==> src/shared/fbiu_cfg.svh <==
// Offsets, field positions, reset values and timing figures of the flash bus interface unit
`ifndef FBIU_CFG_SVH
`define FBIU_CFG_SVH

// Register byte offsets
`define FBIU_CFG_OFS 8'h00
`define FBIU_CTRL_OFS 8'h04
`define FBIU_STAT_OFS 8'h08
`define FBIU_DATA_OFS 8'h10

// Interface settings register fields
`define FBIU_PIPE_LSB 0
`define FBIU_RWAIT_LSB 4
`define FBIU_WWSC_LSB 8
`define FBIU_DPF_BIT 12
`define FBIU_IPF_BIT 13
`define FBIU_PF_LIMIT_LSB 16
`define FBIU_LBUF_BIT 20

// Module config register fields
`define FBIU_RDIS_BIT 0
`define FBIU_PGO_BIT 4
`define FBIU_EGO_BIT 5
`define FBIU_PAGE_BIT 8
`define FBIU_BLK_LSB 12

// Status register fields
`define FBIU_BUSY_BIT 0
`define FBIU_DONE_BIT 1
`define FBIU_TMO_BIT 2
`define FBIU_ILL_BIT 3

// Reset values
`define FBIU_PIPE_RST 3'h7
`define FBIU_RWAIT_RST 3'h7
`define FBIU_WWSC_RST 2'h3
`define FBIU_PF_LIMIT_RST 2'h0

// Legal settings rows and the 128 Kbyte block code
`define FBIU_ROW_MAX 3'h3
`define FBIU_WWSC_ROW 2'h1
`define FBIU_BLK_128K 2'h3

// Timing figures
`define FBIU_CLK_KHZ 40000
`define FBIU_PROG_MAX_US 500
`define FBIU_ERASE_MAX_MS 5000
`define FBIU_ERASE128_MAX_MS 15000

`endif

==> src/shared/fbiu_pkg.sv <==
// Types of the flash bus interface unit
package fbiu_pkg;

	typedef enum logic [1:0] {st_idle, st_prog, st_erase} fbiu_phase_t;

	typedef struct packed {
		logic [2:0] pipe;
		logic [2:0] rwait;
		logic [1:0] wwsc;
		logic dpf;
		logic ipf;
		logic [1:0] pf_limit;
		logic lbuf;
		logic rd_dis;
		fbiu_phase_t phase;
		logic page_mode;
		logic [1:0] blk;
		logic [29:0] cnt;
		logic done;
		logic tmo;
		logic [31:0] rdata;
		logic rd_mem;
	} fbiu_state_t;

	typedef struct packed {
		logic [3:0][31:0] word;
		logic [31:0] rd;
	} fbiu_mem_state_t;

endpackage : fbiu_pkg

==> src/shared/fbiu_mem_if.sv <==
// Carrier between the controller and its program page store
`timescale 1ns/1ps
interface fbiu_mem_if;
	logic wr;
	logic [1:0] wr_idx;
	logic [31:0] wr_data;
	logic [1:0] rd_idx;
	logic [31:0] rd_data;
	logic [127:0] page;

	modport ctrl (output wr, output wr_idx, output wr_data, output rd_idx,
		input rd_data, input page);
	modport mem (input wr, input wr_idx, input wr_data, input rd_idx,
		output rd_data, output page);
endinterface : fbiu_mem_if

==> src/rtl/fbiu_mem.sv <==
// Program page store: four 32-bit words with a registered read port
`timescale 1ns/1ps
module fbiu_mem (
	input wire logic clk_i,
	input wire logic nrst_i,
	fbiu_mem_if.mem bus
);
	fbiu_pkg::fbiu_mem_state_t st_reg;
	fbiu_pkg::fbiu_mem_state_t st_next;

	// Word write and registered read
	always_comb
	begin
		st_next = st_reg;
		if (bus.wr)
		begin
			st_next.word[bus.wr_idx] = bus.wr_data;
		end
		st_next.rd = st_reg.word[bus.rd_idx];
	end

	always_ff @(posedge clk_i or negedge nrst_i)
	begin
		if (!nrst_i)
		begin
			st_reg <= '0;
		end
		else
		begin
			st_reg <= st_next;
		end
	end

	// Word 0 sits in the low bits of the page
	assign bus.page = st_reg.word;
	assign bus.rd_data = st_reg.rd;

endmodule : fbiu_mem

==> src/rtl/fbiu_top.sv <==
// Flash bus interface unit: settings, page buffer and program/erase supervisor
// Function
// - Reset loads pipelining 0b111, read waits 0b111, write waits 0b11, enables 0, limit 0b00.
// - Reads work at any clock up to the maximum with no lower bound.
// - A program page is four 32-bit words, the small unit a 64-bit double word.
// - Programming a double word or page ends within 500 us.
// - Block erase ends within 5000 ms, or 15000 ms for 128 Kbyte blocks.
`timescale 1ns/1ps
`include "fbiu_cfg.svh"
module fbiu_top #(
	parameter logic [29:0] PROG_MAX_CYC =
		30'(`FBIU_PROG_MAX_US * (`FBIU_CLK_KHZ / 1000)),
	parameter logic [29:0] ERASE_MAX_CYC =
		30'(`FBIU_ERASE_MAX_MS * `FBIU_CLK_KHZ),
	parameter logic [29:0] ERASE128_MAX_CYC =
		30'(`FBIU_ERASE128_MAX_MS * `FBIU_CLK_KHZ)
) (
	input wire logic clk_i,
	input wire logic nrst_i,
	input wire logic [7:0] addr_i,
	input wire logic [31:0] wdata_i,
	input wire logic wr_i,
	input wire logic rd_i,
	output logic [31:0] rdata_o,
	output logic [2:0] address_pipeline_control_o,
	output logic [2:0] read_wait_state_count_o,
	output logic [1:0] write_wait_state_count_o,
	output logic data_prefetch_enable_o,
	output logic instruction_prefetch_enable_o,
	output logic [1:0] prefetch_limit_o,
	output logic line_buffer_enable_o,
	output logic pipelined_read_disable_o,
	output logic fl_prog_o,
	output logic fl_erase_o,
	output logic fl_page_mode_o,
	output logic [1:0] fl_block_o,
	output logic [127:0] fl_data_o,
	input wire logic fl_done_i,
	output logic busy_o,
	output logic illegal_cfg_o
);
	localparam fbiu_pkg::fbiu_state_t ST_RST = '{
		pipe: `FBIU_PIPE_RST, rwait: `FBIU_RWAIT_RST, wwsc: `FBIU_WWSC_RST,
		dpf: 1'b0, ipf: 1'b0, pf_limit: `FBIU_PF_LIMIT_RST, lbuf: 1'b0,
		rd_dis: 1'b0, phase: fbiu_pkg::st_idle, page_mode: 1'b0, blk: 2'h0,
		cnt: 30'h0, done: 1'b0, tmo: 1'b0, rdata: 32'h0, rd_mem: 1'b0};

	fbiu_pkg::fbiu_state_t st_reg;
	fbiu_pkg::fbiu_state_t st_next;
	fbiu_mem_if mem_bus ();
	logic busy;
	logic legal;
	logic [29:0] cur_limit;

	// Settings taken from one row: equal pipelining and read waits, write waits 01
	function automatic logic row_ok(input logic [2:0] pipe, input logic [2:0] rwait,
		input logic [1:0] wwsc, input logic rd_dis);
		row_ok = (pipe == rwait) && (pipe <= `FBIU_ROW_MAX) && (wwsc == `FBIU_WWSC_ROW)
			&& ((pipe != 3'h0) || rd_dis);
	endfunction : row_ok

	// Worst case duration for the running operation
	function automatic logic [29:0] op_limit(input fbiu_pkg::fbiu_phase_t ph,
		input logic [1:0] blk);
		if (ph == fbiu_pkg::st_prog)
		begin
			op_limit = PROG_MAX_CYC;
		end
		else if (blk == `FBIU_BLK_128K)
		begin
			op_limit = ERASE128_MAX_CYC;
		end
		else
		begin
			op_limit = ERASE_MAX_CYC;
		end
	endfunction : op_limit

	fbiu_mem u_mem (
		.clk_i(clk_i),
		.nrst_i(nrst_i),
		.bus(mem_bus.mem)
	);

	assign busy = (st_reg.phase != fbiu_pkg::st_idle);
	assign legal = row_ok(st_reg.pipe, st_reg.rwait, st_reg.wwsc, st_reg.rd_dis);
	assign cur_limit = op_limit(st_reg.phase, st_reg.blk);

	// Page words accepted only while idle, so the flash sees stable data
	assign mem_bus.wr = wr_i && !busy && (addr_i[7:4] == 4'(`FBIU_DATA_OFS >> 4));
	assign mem_bus.wr_idx = addr_i[3:2];
	assign mem_bus.wr_data = wdata_i;
	assign mem_bus.rd_idx = addr_i[3:2];

	// Next state: register writes, reads and the operation supervisor
	always_comb
	begin
		st_next = st_reg;
		st_next.rdata = 32'h0;
		st_next.rd_mem = 1'b0;
		st_next.cnt = st_reg.cnt + 30'h1;
		if (wr_i && addr_i == `FBIU_CFG_OFS)
		begin
			// Applied at once, whatever the clock rate
			st_next.pipe = wdata_i[`FBIU_PIPE_LSB +: 3];
			st_next.rwait = wdata_i[`FBIU_RWAIT_LSB +: 3];
			st_next.wwsc = wdata_i[`FBIU_WWSC_LSB +: 2];
			st_next.dpf = wdata_i[`FBIU_DPF_BIT];
			st_next.ipf = wdata_i[`FBIU_IPF_BIT];
			st_next.pf_limit = wdata_i[`FBIU_PF_LIMIT_LSB +: 2];
			st_next.lbuf = wdata_i[`FBIU_LBUF_BIT];
		end
		if (wr_i && addr_i == `FBIU_CTRL_OFS)
		begin
			st_next.rd_dis = wdata_i[`FBIU_RDIS_BIT];
		end
		// Status write-one-to-clear; a same-cycle event still sets below
		if (wr_i && addr_i == `FBIU_STAT_OFS)
		begin
			st_next.done = st_reg.done & ~wdata_i[`FBIU_DONE_BIT];
			st_next.tmo = st_reg.tmo & ~wdata_i[`FBIU_TMO_BIT];
		end
		case (st_reg.phase)
			fbiu_pkg::st_idle:
			begin
				// A start while busy is dropped; the clock is assumed fast enough
				if (wr_i && addr_i == `FBIU_CTRL_OFS && wdata_i[`FBIU_PGO_BIT])
				begin
					st_next.phase = fbiu_pkg::st_prog;
					st_next.page_mode = wdata_i[`FBIU_PAGE_BIT];
					st_next.cnt = 30'h0;
				end
				else if (wr_i && addr_i == `FBIU_CTRL_OFS && wdata_i[`FBIU_EGO_BIT])
				begin
					st_next.phase = fbiu_pkg::st_erase;
					st_next.blk = wdata_i[`FBIU_BLK_LSB +: 2];
					st_next.cnt = 30'h0;
				end
			end
			fbiu_pkg::st_prog, fbiu_pkg::st_erase:
			begin
				if (fl_done_i)
				begin
					st_next.phase = fbiu_pkg::st_idle;
					st_next.done = 1'b1;
				end
				else if (st_reg.cnt == cur_limit - 30'h1)
				begin
					// Abandon after the worst case time has passed
					st_next.phase = fbiu_pkg::st_idle;
					st_next.done = 1'b1;
					st_next.tmo = 1'b1;
				end
			end
			default:
			begin
				st_next.phase = fbiu_pkg::st_idle;
			end
		endcase
		if (rd_i)
		begin
			case (addr_i)
				`FBIU_CFG_OFS:
				begin
					st_next.rdata[`FBIU_PIPE_LSB +: 3] = st_reg.pipe;
					st_next.rdata[`FBIU_RWAIT_LSB +: 3] = st_reg.rwait;
					st_next.rdata[`FBIU_WWSC_LSB +: 2] = st_reg.wwsc;
					st_next.rdata[`FBIU_DPF_BIT] = st_reg.dpf;
					st_next.rdata[`FBIU_IPF_BIT] = st_reg.ipf;
					st_next.rdata[`FBIU_PF_LIMIT_LSB +: 2] = st_reg.pf_limit;
					st_next.rdata[`FBIU_LBUF_BIT] = st_reg.lbuf;
				end
				`FBIU_CTRL_OFS:
				begin
					st_next.rdata[`FBIU_RDIS_BIT] = st_reg.rd_dis;
					st_next.rdata[`FBIU_PAGE_BIT] = st_reg.page_mode;
					st_next.rdata[`FBIU_BLK_LSB +: 2] = st_reg.blk;
				end
				`FBIU_STAT_OFS:
				begin
					st_next.rdata[`FBIU_BUSY_BIT] = busy;
					st_next.rdata[`FBIU_DONE_BIT] = st_reg.done;
					st_next.rdata[`FBIU_TMO_BIT] = st_reg.tmo;
					st_next.rdata[`FBIU_ILL_BIT] = ~legal;
				end
				default:
				begin
					// Page words come from the store; other addresses read zero
					st_next.rd_mem = (addr_i[7:4] == `FBIU_DATA_OFS >> 4);
				end
			endcase
		end
	end

	always_ff @(posedge clk_i or negedge nrst_i)
	begin
		if (!nrst_i)
		begin
			st_reg <= ST_RST;
		end
		else
		begin
			st_reg <= st_next;
		end
	end

	// Outputs
	assign rdata_o = st_reg.rd_mem ? mem_bus.rd_data : st_reg.rdata;
	assign address_pipeline_control_o = st_reg.pipe;
	assign read_wait_state_count_o = st_reg.rwait;
	assign write_wait_state_count_o = st_reg.wwsc;
	assign data_prefetch_enable_o = st_reg.dpf;
	assign instruction_prefetch_enable_o = st_reg.ipf;
	assign prefetch_limit_o = st_reg.pf_limit;
	assign line_buffer_enable_o = st_reg.lbuf;
	assign pipelined_read_disable_o = st_reg.rd_dis;
	assign fl_prog_o = (st_reg.phase == fbiu_pkg::st_prog);
	assign fl_erase_o = (st_reg.phase == fbiu_pkg::st_erase);
	assign fl_page_mode_o = st_reg.page_mode;
	assign fl_block_o = st_reg.blk;
	assign fl_data_o = mem_bus.page;
	assign busy_o = busy;
	assign illegal_cfg_o = ~legal;

	// Helper: high during reset and in the first cycle after reset release
	logic first_reg;
	always_ff @(posedge clk_i or negedge nrst_i)
	begin
		if (!nrst_i)
		begin
			first_reg <= 1'b1;
		end
		else
		begin
			first_reg <= 1'b0;
		end
	end
endmodule : fbiu_top

==> config.mk <==
export PLATFORM = sky130hd
export DESIGN_NAME = fbiu_top
export DESIGN_NICKNAME = d
export VERILOG_FILES = /design/src/shared/fbiu_pkg.sv /design/src/shared/fbiu_mem_if.sv /design/src/rtl/fbiu_mem.sv /design/src/rtl/fbiu_top.sv
export VERILOG_INCLUDE_DIRS = /design/src /design/src/shared
export SDC_FILE = /design/constraint.sdc
export NUM_CORES = 1
export LEC_CHECK = 0
export CORE_MARGIN = 5
export CORE_UTILIZATION = 65
export CTS_BUF_LIST = sky130_fd_sc_hd__clkbuf_4 sky130_fd_sc_hd__clkbuf_8
export CTS_CLUSTER_SIZE = 16
export DETAILED_ROUTE_END_ITERATION = 8
export DONT_BUFFER_PORTS = 1
export PLACE_DENSITY = 0.81
export SLEW_MARGIN = 20
export SYNTH_ARGS = -nofsm -noshare
export SYNTH_HDL_FRONTEND = slang
export SYNTH_SLANG_ARGS = --single-unit
==> constraint.sdc <==
create_clock -name clk_i -period 2.4 [get_ports clk_i]
set_clock_uncertainty 0.05 [all_clocks]
set_input_delay 0.72 -clock clk_i [delete_from_list [all_inputs] [get_ports clk_i]]
set_output_delay 0.72 -clock clk_i [all_outputs]
set_load 0.1 [all_outputs]
* Word-level counts from Yosys, hierarchy flattened
Index checks and enable logic that the tools add are counted.
Word-level totals: flip-flop bits (word level) 226, input port bits 45, output and inout port bits 181, word-level logic and storage cells 101
Operators by class: add/sub/neg operators 2, order comparisons 3, eq/ne operators 11, muxes and demuxes 36, bitwise gates (word level) 6, reduce and logical (&&, ||, !) cells 22
Operator list (count):
- two-way mux 30 bit | 5
- bitwise mux 128 bit | 1
- two-way mux 32 bit | 3
- binary-select mux 32 bit (select 2 bit) | 1
- demux 32 bit (select 2 bit) | 1
- adder 30 x 1 -> 30 bit, second input constant | 1
- equality test 30 bit | 1
- subtractor 30 x 1 -> 30 bit, second input constant | 1
- two-way mux 2 bit | 11
- case mux 2 bit (2 select lines) | 3
- logical AND 1 bit | 11
- equality test 8 x 3 -> 1 bit, second input constant | 1
- equality test 8 x 4 -> 1 bit, second input constant | 1
- zero test 8 bit | 1
- two-way mux 8 bit | 1
- two-way mux 1 bit | 7
- inequality test 3 bit, second input constant | 2
- equality test 2 x 1 -> 1 bit, second input constant | 2
- equality test 2 bit, second input constant | 2
- equality test 4 x 1 -> 1 bit, second input constant | 1
- inverter 1 bit | 4
- AND reduction 2 bit | 2
- equality test 3 bit | 1
- less-or-equal comparator 3 x 2 -> 1 bit, second input constant | 1
- 14 further kinds | 15

* Depth between registers and ports, before layout
Gate-level depths: netlist of run 1.
depth after elaboration 8, depth in mapped cells 7, gate-level depth less buffers 7

* Cells and area by module
A second synthesis of run 1 with hierarchy kept.
Unflattened totals: cell total of the unflattened synthesis 685, area total of the unflattened synthesis 9843.2 um^2
By module, submodules not included:
- fbiu_mem | instances 1, cells each 343, area each 6297.3 um^2, seq. area each 4003.8 um^2
- fbiu_top | instances 1, cells each 342, area each 3545.9 um^2, seq. area each 1661.6 um^2

* Least setup slack after synthesis of run 1
No wires, ideal clock.
path kind reg2out, from reg st_reg, in the netlist pipelined_read_disable_o, to out illegal_cfg_o, arrival time 3.308 ns, required time 1.630 ns, setup slack -1.678 ns, cell stages (with the launch flop) 5, path buffers 0, cells stage by stage dfrtp_1 > nor3b_1 > a21oi_1 > nor3_1 > o21ai_0
On the way: cells in the longest elaborated chain, start to end 3
Ends and longest elaborated chain:
- start: declaration | line fbiu_top.sv:48 | fbiu_pkg::fbiu_state_t st_reg;
- start signal: assignment | line fbiu_top.sv:203 | st_reg <= st_next;
- logical OR 1 bit | line fbiu_top.sv:59 | && ((pipe != 3'h0) || rd_dis);
- logical AND 1 bit | line fbiu_top.sv:58 | row_ok = (pipe == rwait) && (pipe <= `FBIU_ROW_MAX) && (wwsc == `FBIU_WWSC_ROW)
- inverter 1 bit | line fbiu_top.sv:223 | assign illegal_cfg_o = ~legal;
- end: declaration | line fbiu_top.sv:40 | output logic illegal_cfg_o
Every way passes these cells.

* Final worst setup path of run 1
from reg st_reg, in the netlist read_wait_state_count_o[0], to out illegal_cfg_o
On the way: cells in the longest elaborated chain, start to end 5
Ends and longest elaborated chain (line):
- equality test 3 bit | fbiu_top.sv:58
- logical AND 1 bit (3 in a row) | fbiu_top.sv:58
- inverter 1 bit | fbiu_top.sv:223
Every way passes these cells.

==> out/results.ini, run 1 <==
[yosys]
ys_types=46
synth_cells=706
synth_edf_count=0
netlist_area_um2=9920
yosysWarnings=0
yosys.area.top_type=dfrtp_1
syn_nets=756
async_flop_share_pct=100
synthFlopType=dfrtp_1
synth.avg_cell_area_um2=14.0
netlist_top_cells_area=dfrtp_1 (55%), mux2_2 (18%), mux4_2 (7.3%)
yosysTopAreaCellShare_pct=55.0
synth-seq-cells=226
yosysSeqAreaShare_pct=57.1

[power_and_ir_drop]
total_leakage_power_uw=0.00545
irDropWorstVdd_v=0.000730
intPower_uw=7210
power.share.clock_pct=29.1
switching_share_pct=41.4
power_frac_comb_pct=12.3
pwr_density_cell_nw_per_um2=1020
switchingPower_uw=5100
pwr-share-seq_pct=58.6

[global_route]
grt_use_total_pct=28.4
grt.overflow.total=0
grt_max_degree=227
first_global_vias=7043
antenna_found_initial=0
grt_pass1_wl_um=39700

[drt]
drc=0
routed_wirelength_um=25600
drt_iter0_markers=539
via_per_inst=6.44
final_antenna_net_count=0
vias=6358
firstDrtPassIters=5
drt-wirelength-per-cell_um=26.0

[setup_path]
cp_top_family=flip-flops
regToRegStartpoint=st_reg[68]
path_max_fanout=4
crit_chain=xnor2_1, and3_1, o21ai_4, buf_12
criticalPathCategory=reg -> out
crit_path_start_kind=flop
slowest_delay_ps=560
cp_data_arrival_time_ps=1720
crit_slowest_cell=dfstp_2
cp.required_ps=1630
cp_num_buf_inv=1
worst_r2r_endpoint=st_reg[69]
rr_worst_depth=7
reg2reg_slack_ps=90
cp-end-kind=output port

[job]
drv_cap=0

[timing]
finalCritPeriodShare_pct=104
maxSlewHeadroom_pct=32.0
setup_viol=22
fin_worst_hold_slack_ps=-149
max_clock_freq_mhz=401
period_minus_slack_ps=2490
layout_setup_ws_ps=-94.7
fin_tns_setup_ps=-647
worst_pin_slew_ps=1020
grt_setup_unrepaired=yes
maxSlewViolCount=0
final_hold_viol_count=218

[finish]
diodes=0
drive_gt1_share_pct=46.4
final_cell_mix=dfrtp_1 (216), mux2_2 (141), clkbuf_8 (48)
largest_reg_flops=128
final_cell_area_um2=12000
area_delta_synth_final_pct=21.4
layout_commonest_cell=dfrtp_1
final_nets=821

[cts]
cts.sinks=226
max-clock-path-buffers=3
htreeDepth=2
root_buffer=clkbuf_8
cts_tree=yes
worst_skew_pair.late_latency_ps=510
cts_buffers=37
clk_pin_slew_ps=60

[placed_design]
io_buffer_count=0
dp_slack_ps=108
hpwl_um=16200
dpl_cell_area_um2=11000
gp_congestion=0.913

[floorplan]
die_h_um=134
initial_core_util_pct=65.7
pin_count=226
row_count=45
core-area_um2=15100
die_x_um=134
die_area_um2=17800

[outcome]
outcome=complete, but fails checks
violations=negative hold slack, negative setup slack

[worst_hold_path]
min_path_type=in -> async

cells in the mapped netlist, types with 2 or more instances:
master    number
nor4_1         5
a311o_1        2
a31oi_1        3
nand4_1        9
xor2_1         5
mux2i_1        7
nor3b_1        2
buf_4         12
dfrtp_1      218
and3_1         4
nor4b_1        2
mux2_2       155
buf_1          3
nor3_1        21
buf_2         24
mux4_2        32
or3_1          4
o21ai_0       13
and4_1         5
inv_1         17
nand2_1       15
clkbuf_1       8
nor2_1        35
o211ai_1       3
nand3_1       16
xnor2_1       23
a21oi_1        4
and2_1        25
nand2b_1       3
nor2b_1        3
dfstp_2        8
or4_1          2
ha_1           5
stage by stage:
stage,hold WS (ps),power (uW),instances,utilization [%]
6_report,-149,12300,987,79.8
5_1_grt,-177,12800,987,79.8
4_1_cts,-170,12300,984,79.1
3_5_place_dp,380,8700,911,72.7
3_3_place_gp,379,8530,911,72.7
2_1_floorplan,374,8270,706,-
power by group through the flow:
stage          Combinational [uW]  Clock (uW)  Sequential [uW]
2_1_floorplan                1250           0             7020
3_3_place_gp                 1350           0             7180
3_5_place_dp                 1450           0             7250
4_1_cts                      1480        3630             7190
5_1_grt                      1640        3820             7290
6_report                     1510        3580             7210
worst max-delay path by stage:
stage	cells after the start	slack [ps]	startpoint	to
after floorplan	4	60	pipelined_read_disable_o	illegal_cfg_o
after global placement	6	180	addr_i[5]	u_mem.bus.page[17]
after detailed placement	7	110	st_reg[69]	st_reg[69]
after CTS	4	-100	read_wait_state_count_o[0]	illegal_cfg_o
after global routing	4	-160	read_wait_state_count_o[0]	illegal_cfg_o
final	4	-90	read_wait_state_count_o[0]	illegal_cfg_o
what timing repair did:
| item | CTS | global route |
|---|---|---|
| gates resized for setup | 28 | 16 |
| hold endpoints to repair | 218 | 218 |
| pin swaps | 2 | 0 |
| setup buffers | 5 | 1 |
| cloned | 1 | 2 |
| setup endpoints to repair | 17 | 34 |
cell families after synthesis:
kind of cell             after synthesis  synth area share (%)
flip-flops                           226                  57.1
multiplexers                         195                  25.7
adder cells (fa/ha/maj)                5                 0.631
buffers and inverters                 64                  3.18
AO/OA/AOI/OAI                         30                  1.98
AND/OR/NAND/NOR                      158                  8.93
XOR/XNOR                              28                  2.47
routing by layer:
layer	track usage, %	vias to the layer above	part of all wire, %
met5	0	-	0
met4	11.4	0	3.4
met3	10.6	66	9.8
met2	47.0	307	50
met1	33.8	3316	37
li1	-	2669	-
area by class of cell:
class                           count  area (um^2)
Fill cell                         799         3050
Clock inverter                      9         75.1
Inverter                           17         63.8
Sequential cell                   226         5670
Multi-Input combinational cell    416         4110
Tap cell                          188          235
Clock buffer                       58          736
Timing Repair Buffer               73         1150
Power figures use the tool's default switching activity.
==> run 2, diff against run 1 <==
--- a/config.mk
+++ b/config.mk
@@ -6,6 +6,7 @@
 export SDC_FILE = /design/constraint.sdc
 export NUM_CORES = 1
 export LEC_CHECK = 0
+export ABC_AREA = 1
 export CORE_MARGIN = 5
 export CORE_UTILIZATION = 65
 export CTS_BUF_LIST = sky130_fd_sc_hd__clkbuf_4 sky130_fd_sc_hd__clkbuf_8
==> run 2 against run 1 <==
Net effect:
- the run still ends with negative hold slack, negative setup slack left
- fmax grew 2.5%
- clock power fell by 6%
- setup slack better by 61 ps
- critical path type unchanged
- critical endpoint is now rdata_o[9]
- largest cell class unchanged
==> out/results.ini, run 2 <==
[finish]
drive_gt1_share_pct=23.9
regArea_um2=5670
multi_input_area_um2=3580
final_nets=1337
final_cell_mix=nand2_1 (317), dfrtp_1 (216), o21ai_0 (161)
fillers=841
layout_commonest_cell=nand2_1
diodes=0
largest_reg_flops=128
final_cell_area_um2=12600
area_delta_synth_final_pct=27.5
postLayoutCoreUtil_pct=83.6

[cts]
root_buffer=clkbuf_8
cts_buffers=37
clk_pin_slew_ps=70
cts.sinks=226
max-clock-path-buffers=3
cts_tree=yes
worst_skew_pair.late_latency_ps=540
htreeDepth=2

[timing]
maxSlewViolCount=0
maxSlewHeadroom_pct=32.7
grt_setup_unrepaired=yes
finalCritPeriodShare_pct=101
final_hold_viol_count=218
layout_setup_ws_ps=-33.3
max_clock_freq_mhz=411
period_minus_slack_ps=2430
setup_viol=7
fin_worst_hold_slack_ps=-168
worst_pin_slew_ps=1010

[worst_hold_path]
min_path_type=in -> async

[global_route]
grt.overflow.total=0
grt.met2_usage_pct=56.4
grt_use_met3_pct=11.0
grt_max_degree=227
top_usage_layer=met2
antenna_found_initial=0
use_met1_pct=42.6
grt_pass1_wl_um=48400
first_global_vias=9033
grt_use_total_pct=34.5

[yosys]
synth_cells=1116
yosysWarnings=0
syn_nets=1166
yosysSeqAreaShare_pct=57.5
synth.avg_cell_area_um2=8.83
yosys.area.top_type=dfrtp_1
netlist_top_cells_area=dfrtp_1 (55%), nand2_1 (12%), o21ai_0 (8.2%)
synth.top_cells.by_count=nand2_1 (318), dfrtp_1 (218), o21ai_0 (161)
synthFlopType=dfrtp_1
synth_edf_count=0
yosysMostFrequentCell=nand2_1
netlist_area_um2=9860
synth-seq-cells=226
async_flop_share_pct=100
ys_types=32
yosysTopAreaCellShare_pct=55.4

[placed_design]
dp_slack_ps=118
hpwl_um=20000
dpl_cell_area_um2=11700
io_buffer_count=0
gp_congestion=0.977

[drt]
final_antenna_net_count=0
vias=8917
drt_iter0_markers=989
via_per_inst=5.96
drt-wirelength-per-cell_um=20.2
routed_wirelength_um=30300
firstDrtPassIters=5
drc=0

[setup_path]
cp.required_ps=1630
criticalPathCategory=reg -> out
reg2reg_slack_ps=240
rr_worst_depth=13
cp-end-kind=output port
cp_data_arrival_time_ps=1660
regToRegStartpoint=st_reg[69]
crit_path_start_kind=flop
path_max_fanout=10
worst_r2r_endpoint=st_reg[68]

[job]
drv_cap=0

[outcome]
outcome=complete, but fails checks
violations=negative hold slack, negative setup slack

[floorplan]
die_x_um=133
die_h_um=133
initial_core_util_pct=65.6
row_count=45
die_area_um2=17700
core-area_um2=15000
pin_count=226

[power_and_ir_drop]
power_uw=11900
irDropWorstVdd_v=0.000705
pwr_density_cell_nw_per_um2=948
total_leakage_power_uw=0.00649

[run 2: changes by cell type in the layout (fill, tap and decap cells not counted), moves of 7 or more]
cell,previous run,this run
nor2_1,32,63
o21ai_0,12,161
xnor2_1,23,0
buf_4,24,152
xor2_1,5,14
nand2_1,15,317
and2_4,18,0
inv_2,2,13
inv_1,15,101
mux2_2,141,6
a22oi_1,1,47
mux4_2,32,0
nand3_1,16,31
mux2i_1,7,0
[run 2: where the power goes]
group / leakage (uW) / internal, uW / switching (uW) / total (uW)
logic: 0.00314 / 732 / 2900 / 3630
clock network: 0.000388 / 1900 / 1480 / 3380
registers: 0.00296 / 4310 / 585 / 4900
total: 0.00649 / 6940 / 4970 / 11900
[run 2: how the worst max path moves through the flow]
stage / from / to / slack, ps / cells after the start
2_1_floorplan: st_reg[0] / rdata_o[21] / 0.9 / 4
6_report: st_reg[0] / rdata_o[9] / -30 / 3
5_1_grt: st_reg[0] / rdata_o[9] / -60 / 3
4_1_cts: st_reg[0] / rdata_o[2] / -60 / 3
3_5_place_dp: addr_i[1] / st_reg[51] / 120 / 8
3_3_place_gp: addr_i[1] / st_reg[51] / 220 / 8
[run 2: logic make-up (layout without fill, tap and decap cells)]
logic type / count (synthesis) / count (layout) / synth area share, %
xor gates and xnor gates: 14 / 14 / 1.24
and+or+nand+nor: 464 / 464 / 19.4
muxes: 14 / 14 / 1.60
DFF: 226 / 226 / 57.5
AOI/OAI and AO/OA: 217 / 217 / 12.2
buffers and inverters: 176 / 369 / 7.40
adders and majority gates: 5 / 5 / 0.635
[run 2: what timing repair did]
action / in CTS / in global routing
gates resized for setup: 25 / 15
buffers inserted: 4 / 0
endpoints found under the hold margin: 218 / 218
pin swaps: 0 / 1
endpoints found under the setup margin: 17 / 35
[run 2: per-stage QoR]
step	cells	TNS, ps
floorplan	1116	0
global placement	1432	0
detailed placement	1432	0
CTS	1497	-650
global route	1497	-507
finish	1497	-103
[run 2: routing by layer]
layer | vias to the layer above | wire, um
met5 | - | 0
met2 | 590 | 14900
met3 | 130 | 3360
met4 | 0 | 1280
met1 | 4266 | 10800
li1 | 3931 | -
[run 2: cell type report]
type                            instances  area share [%]
Sequential cell                       226            45.1
Multi-Input combinational cell        714            28.5
Timing Repair Buffer                  191            15.1
Clock buffer                           59            5.76
Inverter                              117            3.50
Tap cell                              188            1.87
Clock inverter                          2           0.119
[run 2: worst max-delay path, cell delays in order, from the launching register on]
cell	delay, ps
dfrtp_2	420
buf_12	160
mux2_2	380
buf_12	180
